**src/rtl/arb_defs.svh**
```systemverilog
// constants for the data bus arbiter
`ifndef ARB_DEFS_SVH
`define ARB_DEFS_SVH
`define ARB_NUM_LEVELS 10
`define ARB_LVL_CB_URGENT 0
`define ARB_LVL_PCI_RD_SNOOPED 1
`define ARB_LVL_CPU_PRIO 2
`define ARB_LVL_WB_URGENT 3
`define ARB_LVL_CB_MEDIUM 4
`define ARB_LVL_NORMAL 5
`define ARB_LVL_PCI_RD_UNSNOOPED 6
`define ARB_LVL_CB_LOW 7
`define ARB_LVL_WB_LOW 8
`define ARB_LVL_PREFETCH 9
`define ARB_NUM_WBUF 2
`define ARB_LINE_BYTES 32
`define ARB_GRANT_RESET 10'h000
`endif

```
**src/rtl/arb_pkg.sv**
```systemverilog
// types for the data bus arbiter
package arb_pkg;
	typedef enum logic [1:0] {
		ST_IDLE = 2'b01,
		ST_BUSY = 2'b10
	} arb_state_e;
	typedef logic [9:0] level_vec_t;
endpackage : arb_pkg

```
**src/rtl/arb_req_if.sv**
```systemverilog
// request and grant vectors between the classifier and the arbiter core
`timescale 1ns/10ps
interface arb_req_if;
	logic [9:0] level_req;
	logic [9:0] level_grant;
	modport cls (output level_req, input level_grant);
	modport arb (input level_req, output level_grant);
endinterface : arb_req_if

```
**src/rtl/arb_pick.sv**
```systemverilog
// fixed-priority pick of one level, lowest index first
`timescale 1ns/10ps
`include "arb_defs.svh"
module arb_pick import arb_pkg::*; #(
	parameter int N = `ARB_NUM_LEVELS
) (
	input wire logic [N-1:0] req,
	output logic [N-1:0] onehot
);
	logic [N-1:0] blocked;
	assign blocked[0] = 1'b0;
	genvar i;
	generate
		for (i = 1; i < N; i++) begin : g_chain
			assign blocked[i] = blocked[i-1] | req[i-1];
		end
	endgenerate
	assign onehot = req & ~blocked;
endmodule : arb_pick

```
**src/rtl/cpu_mem_data_arbiter.sv**
```systemverilog
// processor/memory data bus arbiter with ten fixed urgency levels
//
// Functional notes
// - the PCI bus itself is arbitrated outside; this block only shares the data bus.
// - processor-to-PCI transfers come in one ordered queue and are granted in issue order.
// - with snooping on, PCI memory snoops come in one ordered queue and keep their order.
// - level 1 is the urgent copyback buffer flush from a hit, castout clash or ECC burst hit.
// - level 2 is a PCI memory read whose snoop has completed, or any PCI memory read with snooping off.
// - level 3 is priority processor or L2 traffic (snoop-hit copyback, CPU read, fast castout).
// - level 4 is the urgent write buffer flush on a read hit, full buffers or CPU hit.
// - level 5 is the medium copyback flush on a CPU hit or a full copyback buffer.
// - level 6 is normal traffic: CPU memory writes, write-snoop copybacks, CPU to PCI, fills.
// - level 7 is a PCI memory read whose snoop is still outstanding.
// - level 8 is the non-urgent copyback flush, served only when levels 1 to 7 are idle.
// - level 9 is the non-urgent write buffer flush, served only when all above are idle.
// - level 10, the lowest, is the speculative prefetch into the read buffer.
// - two write buffers of one 32-byte line each alternate between filling and flushing.
`timescale 1ns/10ps
`include "arb_defs.svh"
module cpu_mem_data_arbiter import arb_pkg::*; (
	input wire logic CLOCK,
	input wire logic RST_N,
	input wire logic CLK_EN,
	// copyback buffer
	input wire logic CB_VALID,
	input wire logic CB_PCI_HIT,
	input wire logic CB_CASTOUT_PCI_SAME,
	input wire logic CB_CPU_HIT,
	input wire logic CB_FULL_NEW_DATA,
	input wire logic CB_FILL_REQ,
	// write buffers, the four vectors carry one bit per buffer
	input wire logic [`ARB_NUM_WBUF-1:0] WB_READY,
	input wire logic [`ARB_NUM_WBUF-1:0] WB_PCI_RD_HIT,
	input wire logic [`ARB_NUM_WBUF-1:0] WB_CPU_HIT,
	input wire logic [`ARB_NUM_WBUF-1:0] WB_UNSNOOPED_HIT,
	input wire logic WB_FULL_NEW_WRITE,
	input wire logic L2_CASTOUT,
	input wire logic CPU_ECC_BURST_WR,
	// PCI read of memory (ordered snoop queue head)
	input wire logic PCI_RD_REQ,
	input wire logic PCI_RD_SNOOP_DONE,
	input wire logic SNOOP_EN,
	input wire logic PREFETCH_REQ,
	// processor and L2
	input wire logic CPU_PRIO_REQ,
	input wire logic CPU_NORMAL_REQ,
	input wire logic CPU_PCI_REQ,
	// transfer end strobe from the data path
	input wire logic XFER_DONE,
	output logic [`ARB_NUM_LEVELS-1:0] GRANT, // data bus only, no PCI bus pins
	output logic [`ARB_NUM_WBUF-1:0] WB_FLUSH_GRANT,
	output logic BUSY
);
	arb_req_if rif ();
	arb_state_e state_q, state_d;
	level_vec_t grant_q, grant_d;
	logic [`ARB_NUM_WBUF-1:0] wbsel_q, wbsel_d;
	logic wb_oldest_q;

	// unsnooped write buffer hits only matter with snooping on
	logic wb_unsn;
	assign wb_unsn = SNOOP_EN & (|(WB_UNSNOOPED_HIT & WB_READY));
	logic cb_urgent;
	assign cb_urgent = CB_VALID & (CB_PCI_HIT | CB_CASTOUT_PCI_SAME
		| (wb_unsn & (L2_CASTOUT | CPU_ECC_BURST_WR)));
	logic cb_medium;
	assign cb_medium = CB_VALID & ~cb_urgent & (CB_CPU_HIT | CB_FULL_NEW_DATA);
	logic cb_low;
	assign cb_low = CB_VALID & ~cb_urgent & ~cb_medium;

	logic [`ARB_NUM_WBUF-1:0] wb_urg_vec;
	assign wb_urg_vec = WB_READY & (WB_PCI_RD_HIT | WB_CPU_HIT
		| {`ARB_NUM_WBUF{WB_FULL_NEW_WRITE}});
	logic wb_urgent;
	assign wb_urgent = |wb_urg_vec;
	logic wb_low;
	assign wb_low = (|WB_READY) & ~wb_urgent;

	// snoop state decides level 2 versus level 7 each cycle
	logic rd_done;
	assign rd_done = PCI_RD_SNOOP_DONE | ~SNOOP_EN;

	logic [`ARB_NUM_LEVELS-1:0] req;
	assign req[`ARB_LVL_CB_URGENT] = cb_urgent;
	assign req[`ARB_LVL_PCI_RD_SNOOPED] = PCI_RD_REQ & rd_done;
	assign req[`ARB_LVL_CPU_PRIO] = CPU_PRIO_REQ;
	assign req[`ARB_LVL_WB_URGENT] = wb_urgent;
	assign req[`ARB_LVL_CB_MEDIUM] = cb_medium;
	assign req[`ARB_LVL_NORMAL] = CPU_NORMAL_REQ | CPU_PCI_REQ | CB_FILL_REQ;
	assign req[`ARB_LVL_PCI_RD_UNSNOOPED] = PCI_RD_REQ & ~rd_done;
	assign req[`ARB_LVL_CB_LOW] = cb_low;
	assign req[`ARB_LVL_WB_LOW] = wb_low;
	assign req[`ARB_LVL_PREFETCH] = PREFETCH_REQ;
	assign rif.level_req = req;

	arb_pick #(.N(`ARB_NUM_LEVELS)) u_pick (
		.req(rif.level_req),
		.onehot(rif.level_grant)
	);

	// choose which write buffer flushes: urgent one first, else the older fill
	function automatic logic [1:0] pick_wb(input logic [1:0] cand, input logic oldest);
		if (cand[oldest])
			pick_wb = oldest ? 2'h2 : 2'h1;
		else if (cand[~oldest])
			pick_wb = oldest ? 2'h1 : 2'h2;
		else
			pick_wb = 2'h0;
	endfunction : pick_wb

	logic wb_granted;
	assign wb_granted = rif.level_grant[`ARB_LVL_WB_URGENT] | rif.level_grant[`ARB_LVL_WB_LOW];
	logic [1:0] wb_choice;
	assign wb_choice = pick_wb(wb_urgent ? wb_urg_vec : WB_READY, wb_oldest_q);
	logic take;
	assign take = (state_q == ST_IDLE) && (|req);

	// a grant is held until the data path reports the end; no preemption
	always_comb begin
		state_d = state_q;
		grant_d = grant_q;
		wbsel_d = wbsel_q;
		case (state_q)
			ST_IDLE: begin
				if (take) begin
					state_d = ST_BUSY;
					grant_d = rif.level_grant;
					wbsel_d = wb_granted ? wb_choice : 2'h0;
				end
			end
			ST_BUSY: begin
				if (XFER_DONE) begin
					state_d = ST_IDLE;
					grant_d = `ARB_GRANT_RESET;
					wbsel_d = 2'h0;
				end
			end
			default: begin
				state_d = ST_IDLE;
				grant_d = `ARB_GRANT_RESET;
				wbsel_d = 2'h0;
			end
		endcase
	end

	always_ff @(posedge CLOCK) begin
		if (!RST_N) begin
			state_q <= ST_IDLE;
			grant_q <= `ARB_GRANT_RESET;
			wbsel_q <= 2'h0;
			wb_oldest_q <= 1'b0;
		end else if (CLK_EN) begin
			state_q <= state_d;
			grant_q <= grant_d;
			wbsel_q <= wbsel_d;
			if (state_q == ST_BUSY && XFER_DONE && |wbsel_q)
				wb_oldest_q <= wbsel_q[0];
		end
	end

	// ordered queues outside order; one request line each here
	assign GRANT = grant_q;
	assign WB_FLUSH_GRANT = wbsel_q;
	assign BUSY = state_q[1];

	// assertions
	property p_onehot;
		@(posedge CLOCK) disable iff (!RST_N)
		$onehot0(GRANT);
	endproperty
	a_onehot: assert property (p_onehot) else $error("more than one grant");
	c_cb: cover property (@(posedge CLOCK) disable iff (!RST_N) GRANT[0]);

	property p_hold;
		@(posedge CLOCK) disable iff (!RST_N)
		(BUSY && !XFER_DONE && CLK_EN) |=> $stable(GRANT);
	endproperty
	a_hold: assert property (p_hold) else $error("grant changed mid transfer");

	property p_release;
		@(posedge CLOCK) disable iff (!RST_N)
		(BUSY && XFER_DONE && CLK_EN) |=> (GRANT == `ARB_GRANT_RESET) && !BUSY;
	endproperty
	a_release: assert property (p_release) else $error("grant not released");

	property p_top;
		@(posedge CLOCK) disable iff (!RST_N)
		(!BUSY && CLK_EN && cb_urgent) |=> GRANT[`ARB_LVL_CB_URGENT];
	endproperty
	a_top: assert property (p_top) else $error("urgent copyback not first");

	property p_rd_snooped;
		@(posedge CLOCK) disable iff (!RST_N)
		(!BUSY && CLK_EN && PCI_RD_REQ && rd_done && !cb_urgent) |=> GRANT[1];
	endproperty
	a_rd_snooped: assert property (p_rd_snooped) else $error("snooped read lost");

	property p_rd_unsnooped;
		@(posedge CLOCK) disable iff (!RST_N)
		// only the taking cycle counts; requests may change while the grant is held
		(GRANT[`ARB_LVL_PCI_RD_UNSNOOPED] && !$past(BUSY)) |->
			$past(SNOOP_EN) && !$past(PCI_RD_SNOOP_DONE);
	endproperty
	a_rd_unsnooped: assert property (p_rd_unsnooped) else $error("bad level 7");

	property p_prefetch;
		@(posedge CLOCK) disable iff (!RST_N)
		(GRANT[`ARB_LVL_PREFETCH] && !$past(BUSY)) |-> $past(req[8:0]) == 9'h000;
	endproperty
	a_prefetch: assert property (p_prefetch) else $error("prefetch won over others");

	property p_wb;
		@(posedge CLOCK) disable iff (!RST_N)
		(GRANT[3] || GRANT[8]) |-> $onehot(WB_FLUSH_GRANT);
	endproperty
	a_wb: assert property (p_wb) else $error("write buffer flush without one buffer");

	property p_cb_low;
		@(posedge CLOCK) disable iff (!RST_N)
		(GRANT[`ARB_LVL_CB_LOW] && !$past(BUSY)) |-> $past(req[6:0]) == 7'h00;
	endproperty
	a_cb_low: assert property (p_cb_low) else $error("low copyback jumped ahead");

	c_prio: cover property (@(posedge CLOCK) GRANT[2]);
	c_wb: cover property (@(posedge CLOCK) GRANT[3] ##[1:20] GRANT[8]);
	c_pf: cover property (@(posedge CLOCK) GRANT[9]);
endmodule : cpu_mem_data_arbiter

```
**config.mk**
```make
export PLATFORM = sky130hd
export DESIGN_NAME = cpu_mem_data_arbiter
export DESIGN_NICKNAME = d
export VERILOG_FILES = /design/src/rtl/arb_pkg.sv /design/src/rtl/arb_req_if.sv /design/src/rtl/arb_pick.sv /design/src/rtl/cpu_mem_data_arbiter.sv
export VERILOG_INCLUDE_DIRS = /design/src /design/src/rtl
export SDC_FILE = /design/constraint.sdc
export NUM_CORES = 1
export LEC_CHECK = 0
export BUFFER_PORTS_ARGS = -buffer_cell sky130_fd_sc_hd__buf_2
export CAP_MARGIN = 20
export CORE_ASPECT_RATIO = 1.25
export CORE_MARGIN = 3
export CORE_UTILIZATION = 47
export DETAILED_ROUTE_END_ITERATION = 10
export PLACE_DENSITY = 0.89
export SLEW_MARGIN = 5
export SYNTH_ARGS = -nofsm -noshare
export SYNTH_HDL_FRONTEND = slang
export SYNTH_HIERARCHICAL = 1
export SYNTH_SLANG_ARGS = --single-unit
```
**constraint.sdc**
```tcl
create_clock -name CLOCK -period 2.4 [get_ports CLOCK]
set_input_delay 0.36 -clock CLOCK [delete_from_list [all_inputs] [get_ports CLOCK]]
set_output_delay 0.36 -clock CLOCK [all_outputs]
set_load 0.01 [all_outputs]
```
### Word-level counts from Yosys, hierarchy flattened

Cells that the tools add are included.

* add/sub/neg operators: 0
* multiply operators: 0
* divide/modulo/power cells: 0
* order comparisons: 2
* equal/unequal tests: 4
* shifts and indexed selects: 0
* mux-type cells: 19
* bitwise operators: 37
* reductions and logical operators: 10

Operators by type and width (number)
* 10-bit two-way mux: 2
* 2-bit two-way mux: 10
* 10-bit one-hot mux with 2 select lines: 1
* 1-bit OR: 16
* 11-bit OR reduction: 1
* 10-bit bitwise AND: 1
* 10-bit NOT: 1
* 1-bit bitwise AND: 9
* 2-bit one-hot mux with 2 select lines: 2
* 2-bit OR reduction: 4
* 1-bit NOT: 6
* 2-bit bitwise AND: 2
* 1-bit by 2-bit < comparator with 1-bit output, second input constant: 2
* 1-bit two-way mux: 4
* 2-bit inequality test, second input constant: 2
* 2-bit OR: 2
* 1-bit logical AND: 3
* 3-bit AND reduction: 1
* 2-bit by 1-bit equality test with 1-bit output, second input constant: 1
* 2-bit equality test, second input constant: 1
* 2-bit AND reduction: 1

* register bits after elaboration: 15
* latch bits: 0
* bits in writable memories: 0
* memory bits (read-only): 0
* output and inout bits: 13
* word-level logic and storage cells: 76
* memories kept: 0

### Logic depth before layout (Yosys ltp)

Gate-level depths: netlist of run 1.

* depth in word-level cells: 20
* mapped depth: 8
* gate-level depth less buffers: 7

### Modules after synthesis

Netlist of run 1, hierarchy kept.

Modules (own cells, without submodules)
* cpu_mem_data_arbiter: times used 1, cells an instance 99, area each 832.0 sq um, seq. area each 300.3 sq um
* arb_pick: times used 1, cells an instance 17, area each 155.1 sq um, seq. area each 0.0 sq um

### Least setup slack after synthesis of run 1

OpenSTA, ideal clock, no wires.

* kind: input -> register
* start: in WB_UNSNOOPED_HIT[0]
* end: reg wbsel_q[0], in the netlist WB_FLUSH_GRANT[0]
* arrival: 2.006 ns
* slack: 0.320 ns
* stages: 8
* cell sequence: a22oi_1 > o21ai_0 > and2_1 > or4_4 > buf_6 > nor4_2 > o2111ai_1 > o22ai_2

* word-level cells in the longest chain between the ends: 19
* elaborated cells on any way between the ends: 28

Ends and longest elaborated chain
* start: declaration: RTL line cpu_mem_data_arbiter.sv:35 `` input wire logic [`ARB_NUM_WBUF-1:0] WB_UNSNOOPED_HIT, ``
* 2-bit bitwise AND *: RTL line cpu_mem_data_arbiter.sv:62 `assign wb_unsn = SNOOP_EN & (|(WB_UNSNOOPED_HIT & WB_READY));`
* 2-bit OR reduction *: RTL line cpu_mem_data_arbiter.sv:62
* 1-bit bitwise AND *: RTL line cpu_mem_data_arbiter.sv:62
* 1-bit bitwise AND *: RTL line cpu_mem_data_arbiter.sv:65 `| (wb_unsn & (L2_CASTOUT | CPU_ECC_BURST_WR)));`
* 1-bit OR *: RTL line cpu_mem_data_arbiter.sv:65
* 1-bit bitwise AND *: RTL line cpu_mem_data_arbiter.sv:64 `assign cb_urgent = CB_VALID & (CB_PCI_HIT | CB_CASTOUT_PCI_SAME`
* net cb_urgent: RTL line cpu_mem_data_arbiter.sv:63 `logic cb_urgent;`
* 1-bit OR or 1-bit NOT (tied branches): RTL line arb_pick.sv:15, cpu_mem_data_arbiter.sv:67, cpu_mem_data_arbiter.sv:69
* [... 5 more ...]
* 1-bit OR *: RTL line arb_pick.sv:15 `assign blocked[i] = blocked[i-1] | req[i-1];`
* 10-bit NOT *: RTL line arb_pick.sv:18 `assign onehot = req & ~blocked;`
* 10-bit bitwise AND *: RTL line arb_pick.sv:18
* net rif.level_grant[8]: RTL line arb_req_if.sv:5 `logic [9:0] level_grant;`
* 1-bit OR *: RTL line cpu_mem_data_arbiter.sv:112 `` assign wb_granted = rif.level_grant[`ARB_LVL_WB_URGENT] | rif.level_grant[`ARB_LVL_WB_LOW]; ``
* 2-bit two-way mux *: RTL line cpu_mem_data_arbiter.sv:128 `wbsel_d = wb_granted ? wb_choice : 2'h0;`
* 2-bit two-way mux *: RTL line cpu_mem_data_arbiter.sv:125 `if (take) begin`
* 2-bit one-hot mux with 2 select lines *: RTL line cpu_mem_data_arbiter.sv:123 `case (state_q)`
* end signal: assignment: RTL line cpu_mem_data_arbiter.sv:155 `wbsel_q <= wbsel_d;`
* end: declaration: RTL line cpu_mem_data_arbiter.sv:57 `` logic [`ARB_NUM_WBUF-1:0] wbsel_q, wbsel_d; ``

Mark *: on every way through the listed nets, which the timed path passes. The rest lies on a longest branch. The select of a mux whose other input is x is not followed.
A chain may end at the register's enable or synchronous reset.

### Worst setup path in the final report of run 1

* start: in WB_READY[0]
* end: reg wbsel_q[1], in the netlist WB_FLUSH_GRANT[1]

* word-level cells in the longest chain between the ends: 19
* elaborated cells on any way between the ends: 40

Ends and longest elaborated chain
* start: declaration: RTL line cpu_mem_data_arbiter.sv:32 `` input wire logic [`ARB_NUM_WBUF-1:0] WB_READY, ``
* 2-bit bitwise AND *: RTL line cpu_mem_data_arbiter.sv:62
* 2-bit OR reduction *: RTL line cpu_mem_data_arbiter.sv:62
* 1-bit bitwise AND *: RTL line cpu_mem_data_arbiter.sv:62
* 1-bit bitwise AND *: RTL line cpu_mem_data_arbiter.sv:65
* 1-bit OR *: RTL line cpu_mem_data_arbiter.sv:65
* 1-bit bitwise AND *: RTL line cpu_mem_data_arbiter.sv:64
* net cb_urgent: RTL line cpu_mem_data_arbiter.sv:63
* 1-bit OR or 1-bit NOT (tied branches): RTL line arb_pick.sv:15, cpu_mem_data_arbiter.sv:67, cpu_mem_data_arbiter.sv:69
* [... 5 more ...]
* 1-bit OR *: RTL line arb_pick.sv:15
* 10-bit NOT *: RTL line arb_pick.sv:18
* 10-bit bitwise AND *: RTL line arb_pick.sv:18
* net rif.level_grant[8]: RTL line arb_req_if.sv:5
* 1-bit OR *: RTL line cpu_mem_data_arbiter.sv:112
* 2-bit two-way mux *: RTL line cpu_mem_data_arbiter.sv:128
* 2-bit two-way mux *: RTL line cpu_mem_data_arbiter.sv:125
* 2-bit one-hot mux with 2 select lines *: RTL line cpu_mem_data_arbiter.sv:123

Marked as above.

==> results of run 1 <==
worst max-delay path by stage:
stage | to | slack [ps] | cells after the start
3_3_place_gp | WB_FLUSH_GRANT[0] | 150 | 8
2_1_floorplan | WB_FLUSH_GRANT[0] | 320 | 8
3_5_place_dp | WB_FLUSH_GRANT[1] | 70 | 8
6_report | WB_FLUSH_GRANT[1] | 360 | 8
4_1_cts | WB_FLUSH_GRANT[1] | 380 | 8
5_1_grt | GRANT[8] | 150 | 8
metal layers:
metal	vias up	wire length (µm)	track usage (%)	part of all wire [%]
li1	480	-	-	-
met3	5	171	1.893	7.6
met1	439	965	25.29	43
met5	-	0	0	0
met4	0	54	10.67	2.4
met2	43	1063	30.49	47
layout by cell type (no fill, tap or decap), types with 2 or more instances in the layout:
| cell type | instances |
|---|---|
| nor4_4 | 2 |
| nor2b_1 | 3 |
| buf_2 | 40 |
| nor2_1 | 8 |
| inv_1 | 7 |
| o21ai_0 | 5 |
| a22oi_1 | 2 |
| and3_1 | 3 |
| nand2_1 | 26 |
| o2111ai_1 | 2 |
| nor3_1 | 3 |
| clkbuf_4 | 3 |
| a21boi_0 | 2 |
| dfxtp_1 | 15 |
| nand2b_1 | 2 |
| and2_1 | 2 |
| mux2i_1 | 11 |
| o22ai_2 | 2 |
power by group through the flow:
| stage | Combinational [mW] | Sequential [mW] | Clock, mW |
|---|---|---|---|
| after floorplan | 0.0685 | 0.269 | 0 |
| after global placement | 0.105 | 0.267 | 0 |
| after detailed placement | 0.109 | 0.267 | 0 |
| after CTS | 0.110 | 0.261 | 0.147 |
| after global routing | 0.123 | 0.263 | 0.156 |
| final | 0.110 | 0.261 | 0.146 |
cells by family (layout without fill, tap and decap cells):
| kind of cell | count (synthesis) | after routing | synth area share, % |
|---|---|---|---|
| and+or+nand+nor | 59 | 59 | 36.76 |
| AOI/OAI and AO/OA | 18 | 18 | 13.18 |
| DFF | 15 | 15 | 30.42 |
| buffers and inverters | 13 | 51 | 8.493 |
| muxes | 11 | 11 | 11.15 |
per-stage QoR:
step	area, µm²	utilization [%]	setup slack, ps	hold slack (ps)
floorplan	987.2	-	319.9	479.0
global placement	1154	61.63	145.9	442.7
detailed placement	1154	61.63	74.61	446.4
CTS	1180	63.03	380.1	379.6
global route	1180	63.03	153.9	414.6
finish	1180	63.03	362.8	380.7
layout make-up:
| class | instances | area (µm²) | share of cell area [%] |
|---|---|---|---|
| sequential | 15 | 300.3 | 25.45 |
| inverter | 7 | 26.28 | 2.227 |
| timing repair buffer | 40 | 200.2 | 16.97 |
| multi-input combinational | 88 | 603.1 | 51.11 |
| clock buffer | 4 | 26.28 | 2.227 |
| tap | 19 | 23.77 | 2.015 |
flip-flops by register name, indices dropped and copies added, names as in the netlist:
signal          count
wb_oldest_q         1
state_q             2
WB_FLUSH_GRANT      2
GRANT              10
critical path, delay by kind of cell:
| family | cells | cell delay, ps |
|---|---|---|
| AND/OR/NAND/NOR | 3 | 1170 |
| buffers and inverters | 1 | 120 |
| AO/OA/AOI/OAI | 4 | 600 |
==> results.cfg, run 1 <==
[outcome]
status = finished, final reports clean

[cts]
clkSlewWorstSetupHoldPaths_ps = 80
post_cts_resized = 0
cts_root_buffer = clkbuf_4
numClockSinks = 15
post_cts_buffers = 0
worstSkewPairLatency_ps = 290
cts_buffer_depth = 2
cts_buffers = 3
cts_tree = built
cts_max_level = 1
cts_hold_buf = 0

[timing]
clock.fmax_ghz = 0.4909
final_hold_viol_count = 0
finalCriticalPeriod_ps = 2037
clock_skew_ps = 1.526
tightest_slew_ps = 775.3
rsz0062_at_grt = no
max_slew_margin_pct = 48.31
report.final.slew_viol_count = 0
setup_violations = 0
period_share_pct = 84.88
finalSetupTns_ps = 0

[global_routing]
grt_pass1_wl_um = 3974
grtUsageTotal_pct = 19.48
antenna_found_initial = 0
grt_max_degree = 17
overflow = 0
grt_pass1_vias = 968

[drt]
wl_per_cell_um = 13.02
routed_via_density = 5.590
drt.antenna.violating_nets = 0
drtPass1Iterations = 4
drtIter0Drc = 24
routed_wl_um = 2253
drc = 0
via_count = 967

[worst_setup_path]
r2r_end = GRANT[8]
crit_arrival_ps = 2260
critPathSlowestCell = or4_4
critical_path.max_fanout = 6
r2r-start = state_q[1]
worstSetupEndpointType = flip-flop
startpoint_type = input port
critical_path_class = input port to flip-flop
crit_chain = buf_2, a22oi_1, o21ai_0, and2_1, or4_4, nor4_2, o2111ai_1, o22ai_2
max_stage_delay_ps = 600
r2r_setup_slack_ps = 790
reg2reg_depth = 4
cp-startpoint = WB_READY[0]
worstPathRequired_ps = 2620

[final_layout]
finalNonFillerCells = 173
fillCellCount = 159
n_antenna_cell = 0
drive_gt1_share_pct = 33.77
area_growth_pct = 19.52
fin_nets = 183

[floorplan]
fp.dieH_um = 57.24
start_util_pct = 52.74
die-area_um2 = 2690
rows = 17
core_area_um2 = 1872
die_x_um = 46.99
pin_count = 41

[logic_synthesis]
synth_top_area_share_pct = 30.42
syn_nets = 144
netlist_top_cells_area = dfxtp_1, mux2i_1, nand2_1
yosysMostFrequentCell = nand2_1
synth.distinct_cells = 35
yosysSeqAreaShare_pct = 30.42
yosys-top-cells-count = nand2_1, dfxtp_1, mux2i_1
synth-seq-cells = 15
ys_async_sr_fraction_pct = 0
synth_cells = 116
synth_warnings = 6
ys.flop_type = dfxtp_1
yosysTopAreaCell = dfxtp_1
avgSynthCellArea_um2 = 8.510
synth_edf_count = 0
syn_area_um2 = 987.2

[power]
power.leakage_nw = 0.5138
internal_power_mw = 0.3663
total_power_mw = 0.5176
switching_power_mw = 0.1513
power_frac_comb_pct = 21.3
cellPowerDensity_nw_per_um2 = 438.7
swShare_pct = 29.23
power_frac_clock_pct = 28.2
vdd_drop_max_v = 0.0002535
seqPwrFrac_pct = 50.5

[min_path]
hold-path-endpoint = WB_FLUSH_GRANT[0]
worstHoldStart = WB_READY[0]
holdPathStages = 3
holdCritPathClass = input port to flip-flop

[place]
gp_congestion = 0.8613
dpl.hpwl_um = 1836
port_buffers = 40
place_inst = 169

[flow_run]
maxCapViolations = 0
(Power assumes the default switching activity.)
==> run 2, diff against run 1 <==
Settings changed: ABC_AREA set to 1, CORE_UTILIZATION 47 to 46.
Clock period 2.4 ns to 2 ns, I/O delays scaled along.
==> run 2 against run 1 <==
  * Core utilization is 0.11 points lower
  * Via count rose by 5.8%
  * Area after synthesis decreased by 6.2%
  * Largest cell class unchanged
  * Register-to-register slack worse by 40 ps
  * First-iteration DRC count is 50% lower
  * Clock skew is 1.0 ps lower
  * Sequential power grew 20%
  * Synthesized cell count up 30%
  * Critical endpoint is now WB_FLUSH_GRANT[0]
  * Sequential cell count is the same
  * Highest routed layer is now met3
  * Final cell count grew 22%
  * Count of clock-buffer cells in the layout fell by 1
==> results.cfg, run 2 <==
[outcome]
status = finished, final reports clean

[timing]
final_hold_viol_count = 0
max_slew_margin_pct = 71.56
tightest_slew_ps = 426.1
report.final.slew_viol_count = 0
rsz0062_at_grt = no
finalCriticalPeriod_ps = 1663
setup_violations = 0
clock_skew_ps = 0.4798
timing.final.ws_setup_ps = 337.3
finalSetupTns_ps = 0
period_share_pct = 83.13
clock.fmax_ghz = 0.6014

[drt]
routed_wl_um = 2069
drc = 0
via_count = 1023
wl_per_cell_um = 9.806
drtPass1Iterations = 4
drt.antenna.violating_nets = 0
drtIter0Drc = 12
routed_via_density = 4.848

[final_layout]
most-common-layout-cells = nand2_1, buf_2, inv_1
final_common_cell = nand2_1
register_area_um2 = 300.3
drive_gt1_share_pct = 30.21
fin_nets = 221
finalNonFillerCells = 211
fillCellCount = 174
multiInputGateArea_um2 = 486.7
area_growth_pct = 24.32
n_antenna_cell = 0
largest_reg_flops = 10
fin_util_pct = 62.93

[power]
power.leakage_nw = 0.6035
switching_power_mw = 0.1870
vdd_drop_max_v = 0.0004265
swShare_pct = 30.03
total_power_mw = 0.6225
cellPowerDensity_nw_per_um2 = 540.8
power_frac_comb_pct = 22.3
seqPwrFrac_pct = 50.4
power_frac_clock_pct = 27.3
internal_power_mw = 0.4355

[logic_synthesis]
syn_nets = 179
yosysSeqAreaShare_pct = 32.43
ys_async_sr_fraction_pct = 0
syn_area_um2 = 925.9
synth-seq-cells = 15
synth_cells = 151
avgSynthCellArea_um2 = 6.132
yosysMostFrequentCell = nand2_1
synth_edf_count = 0
synth_top_area_share_pct = 32.43
synth_warnings = 6
yosys-top-cells-count = nand2_1, inv_1, nor2_1
yosysTopAreaCell = dfxtp_1
netlist_top_cells_area = dfxtp_1, nand2_1, inv_1
synth.distinct_cells = 24
ys.flop_type = dfxtp_1

[floorplan]
start_util_pct = 50.62
die_x_um = 46.13
fp.dieH_um = 56.16
pin_count = 41
core_area_um2 = 1829
rows = 17
die-area_um2 = 2590

[global_routing]
antenna_found_initial = 0
grt_pass1_vias = 940
overflow = 0
grt_max_degree = 14
grt_pass1_wl_um = 3594
grtUsageTotal_pct = 17.95

[cts]
post_cts_resized = 0
cts_max_level = 1
clkSlewWorstSetupHoldPaths_ps = 90
cts_hold_buf = 0
cts_tree = built
cts_buffer_depth = 2
cts_buffers = 3
worstSkewPairLatency_ps = 280
numClockSinks = 15
cts_root_buffer = clkbuf_4
post_cts_buffers = 0

[min_path]
holdCritPathClass = input port to flip-flop

[worst_setup_path]
startpoint_type = input port
crit_chain = buf_2, nand2_1, nand2_1, o211ai_1, a31oi_1, nor2_2, nand4_2, nor2_2, nand3_2, nor2_1, or2_2, nand2_1, nor2_1, nand2_1, a21oi_2
r2r_setup_slack_ps = 750
critical_path_class = input port to flip-flop
critPathSlowestCell = a31oi_1
crit_arrival_ps = 1880
worstPathRequired_ps = 2220
critPathBufInv = 1
crit_family = simple AND/OR/NAND/NOR gates
max_stage_delay_ps = 170
critical_path.max_fanout = 4
worstSetupEndpointType = flip-flop
crit_top_cell = nand2_1

[flow_run]
maxCapViolations = 0

[place]
place_inst = 207
dpl.hpwl_um = 1806
place_ws_ps = 53.77
port_buffers = 40
gp_congestion = 0.8593
## run 2: cell types whose count changed after synthesis, moves of 8 or more
cell,previous run,this run
a21oi_1,1,14
nor2_1,8,16
inv_1,7,26
mux2i_1,11,0
nand2_1,26,50
## run 2: worst paths after layout
check / from / to / depth (start not counted)
setup / recovery: WB_READY[0] / WB_FLUSH_GRANT[0] / 15
hold / removal: RST_N / state_q[0] / 2
setup reg to reg: state_q[1] / GRANT[8] / 7
hold reg to reg: GRANT[1] / GRANT[1] / 2
## run 2: power groups by stage
| stage | Combinational [mW] | Sequential [mW] | Clock (mW) |
|---|---|---|---|
| after floorplan | 0.0939 | 0.324 | 0 |
| after global placement | 0.135 | 0.320 | 0 |
| after detailed placement | 0.139 | 0.321 | 0 |
| after CTS | 0.140 | 0.314 | 0.173 |
| after global routing | 0.161 | 0.315 | 0.187 |
| final | 0.139 | 0.314 | 0.170 |
## run 2: layout make-up
class / instances / area share [%]
timing repair buffer: 41 / 18.04
inverter: 28 / 9.130
sequential: 15 / 26.09
tap: 19 / 2.065
clock buffer: 3 / 1.957
multi-input combinational: 104 / 42.28
clock inverter: 1 / 0.4348
## run 2: cell families (layout without fill, tap and decap cells)
family,count (synthesis),after routing,share of synthesized area (%)
flip-flops,15,15,32.43
AO/OA/AOI/OAI,22,22,13.65
buffers and inverters,32,73,15.00
AND/OR/NAND/NOR,82,82,38.92
## run 2: metal layers
layer	vias up	part of all wire, %	track usage (%)
li1	547	-	-
met1	447	41	20.27
met2	29	53	29.92
met3	0	6.1	6.149
met4	0	0	6.098
met5	-	0	0
## run 2: stage by stage
stage / hold WS, ps / area (µm²)
floorplan: 380.0 / 925.9
global placement: 453.0 / 1124
detailed placement: 455.2 / 1124
CTS: 223.4 / 1151
global route: 224.3 / 1151
finish: 219.1 / 1151
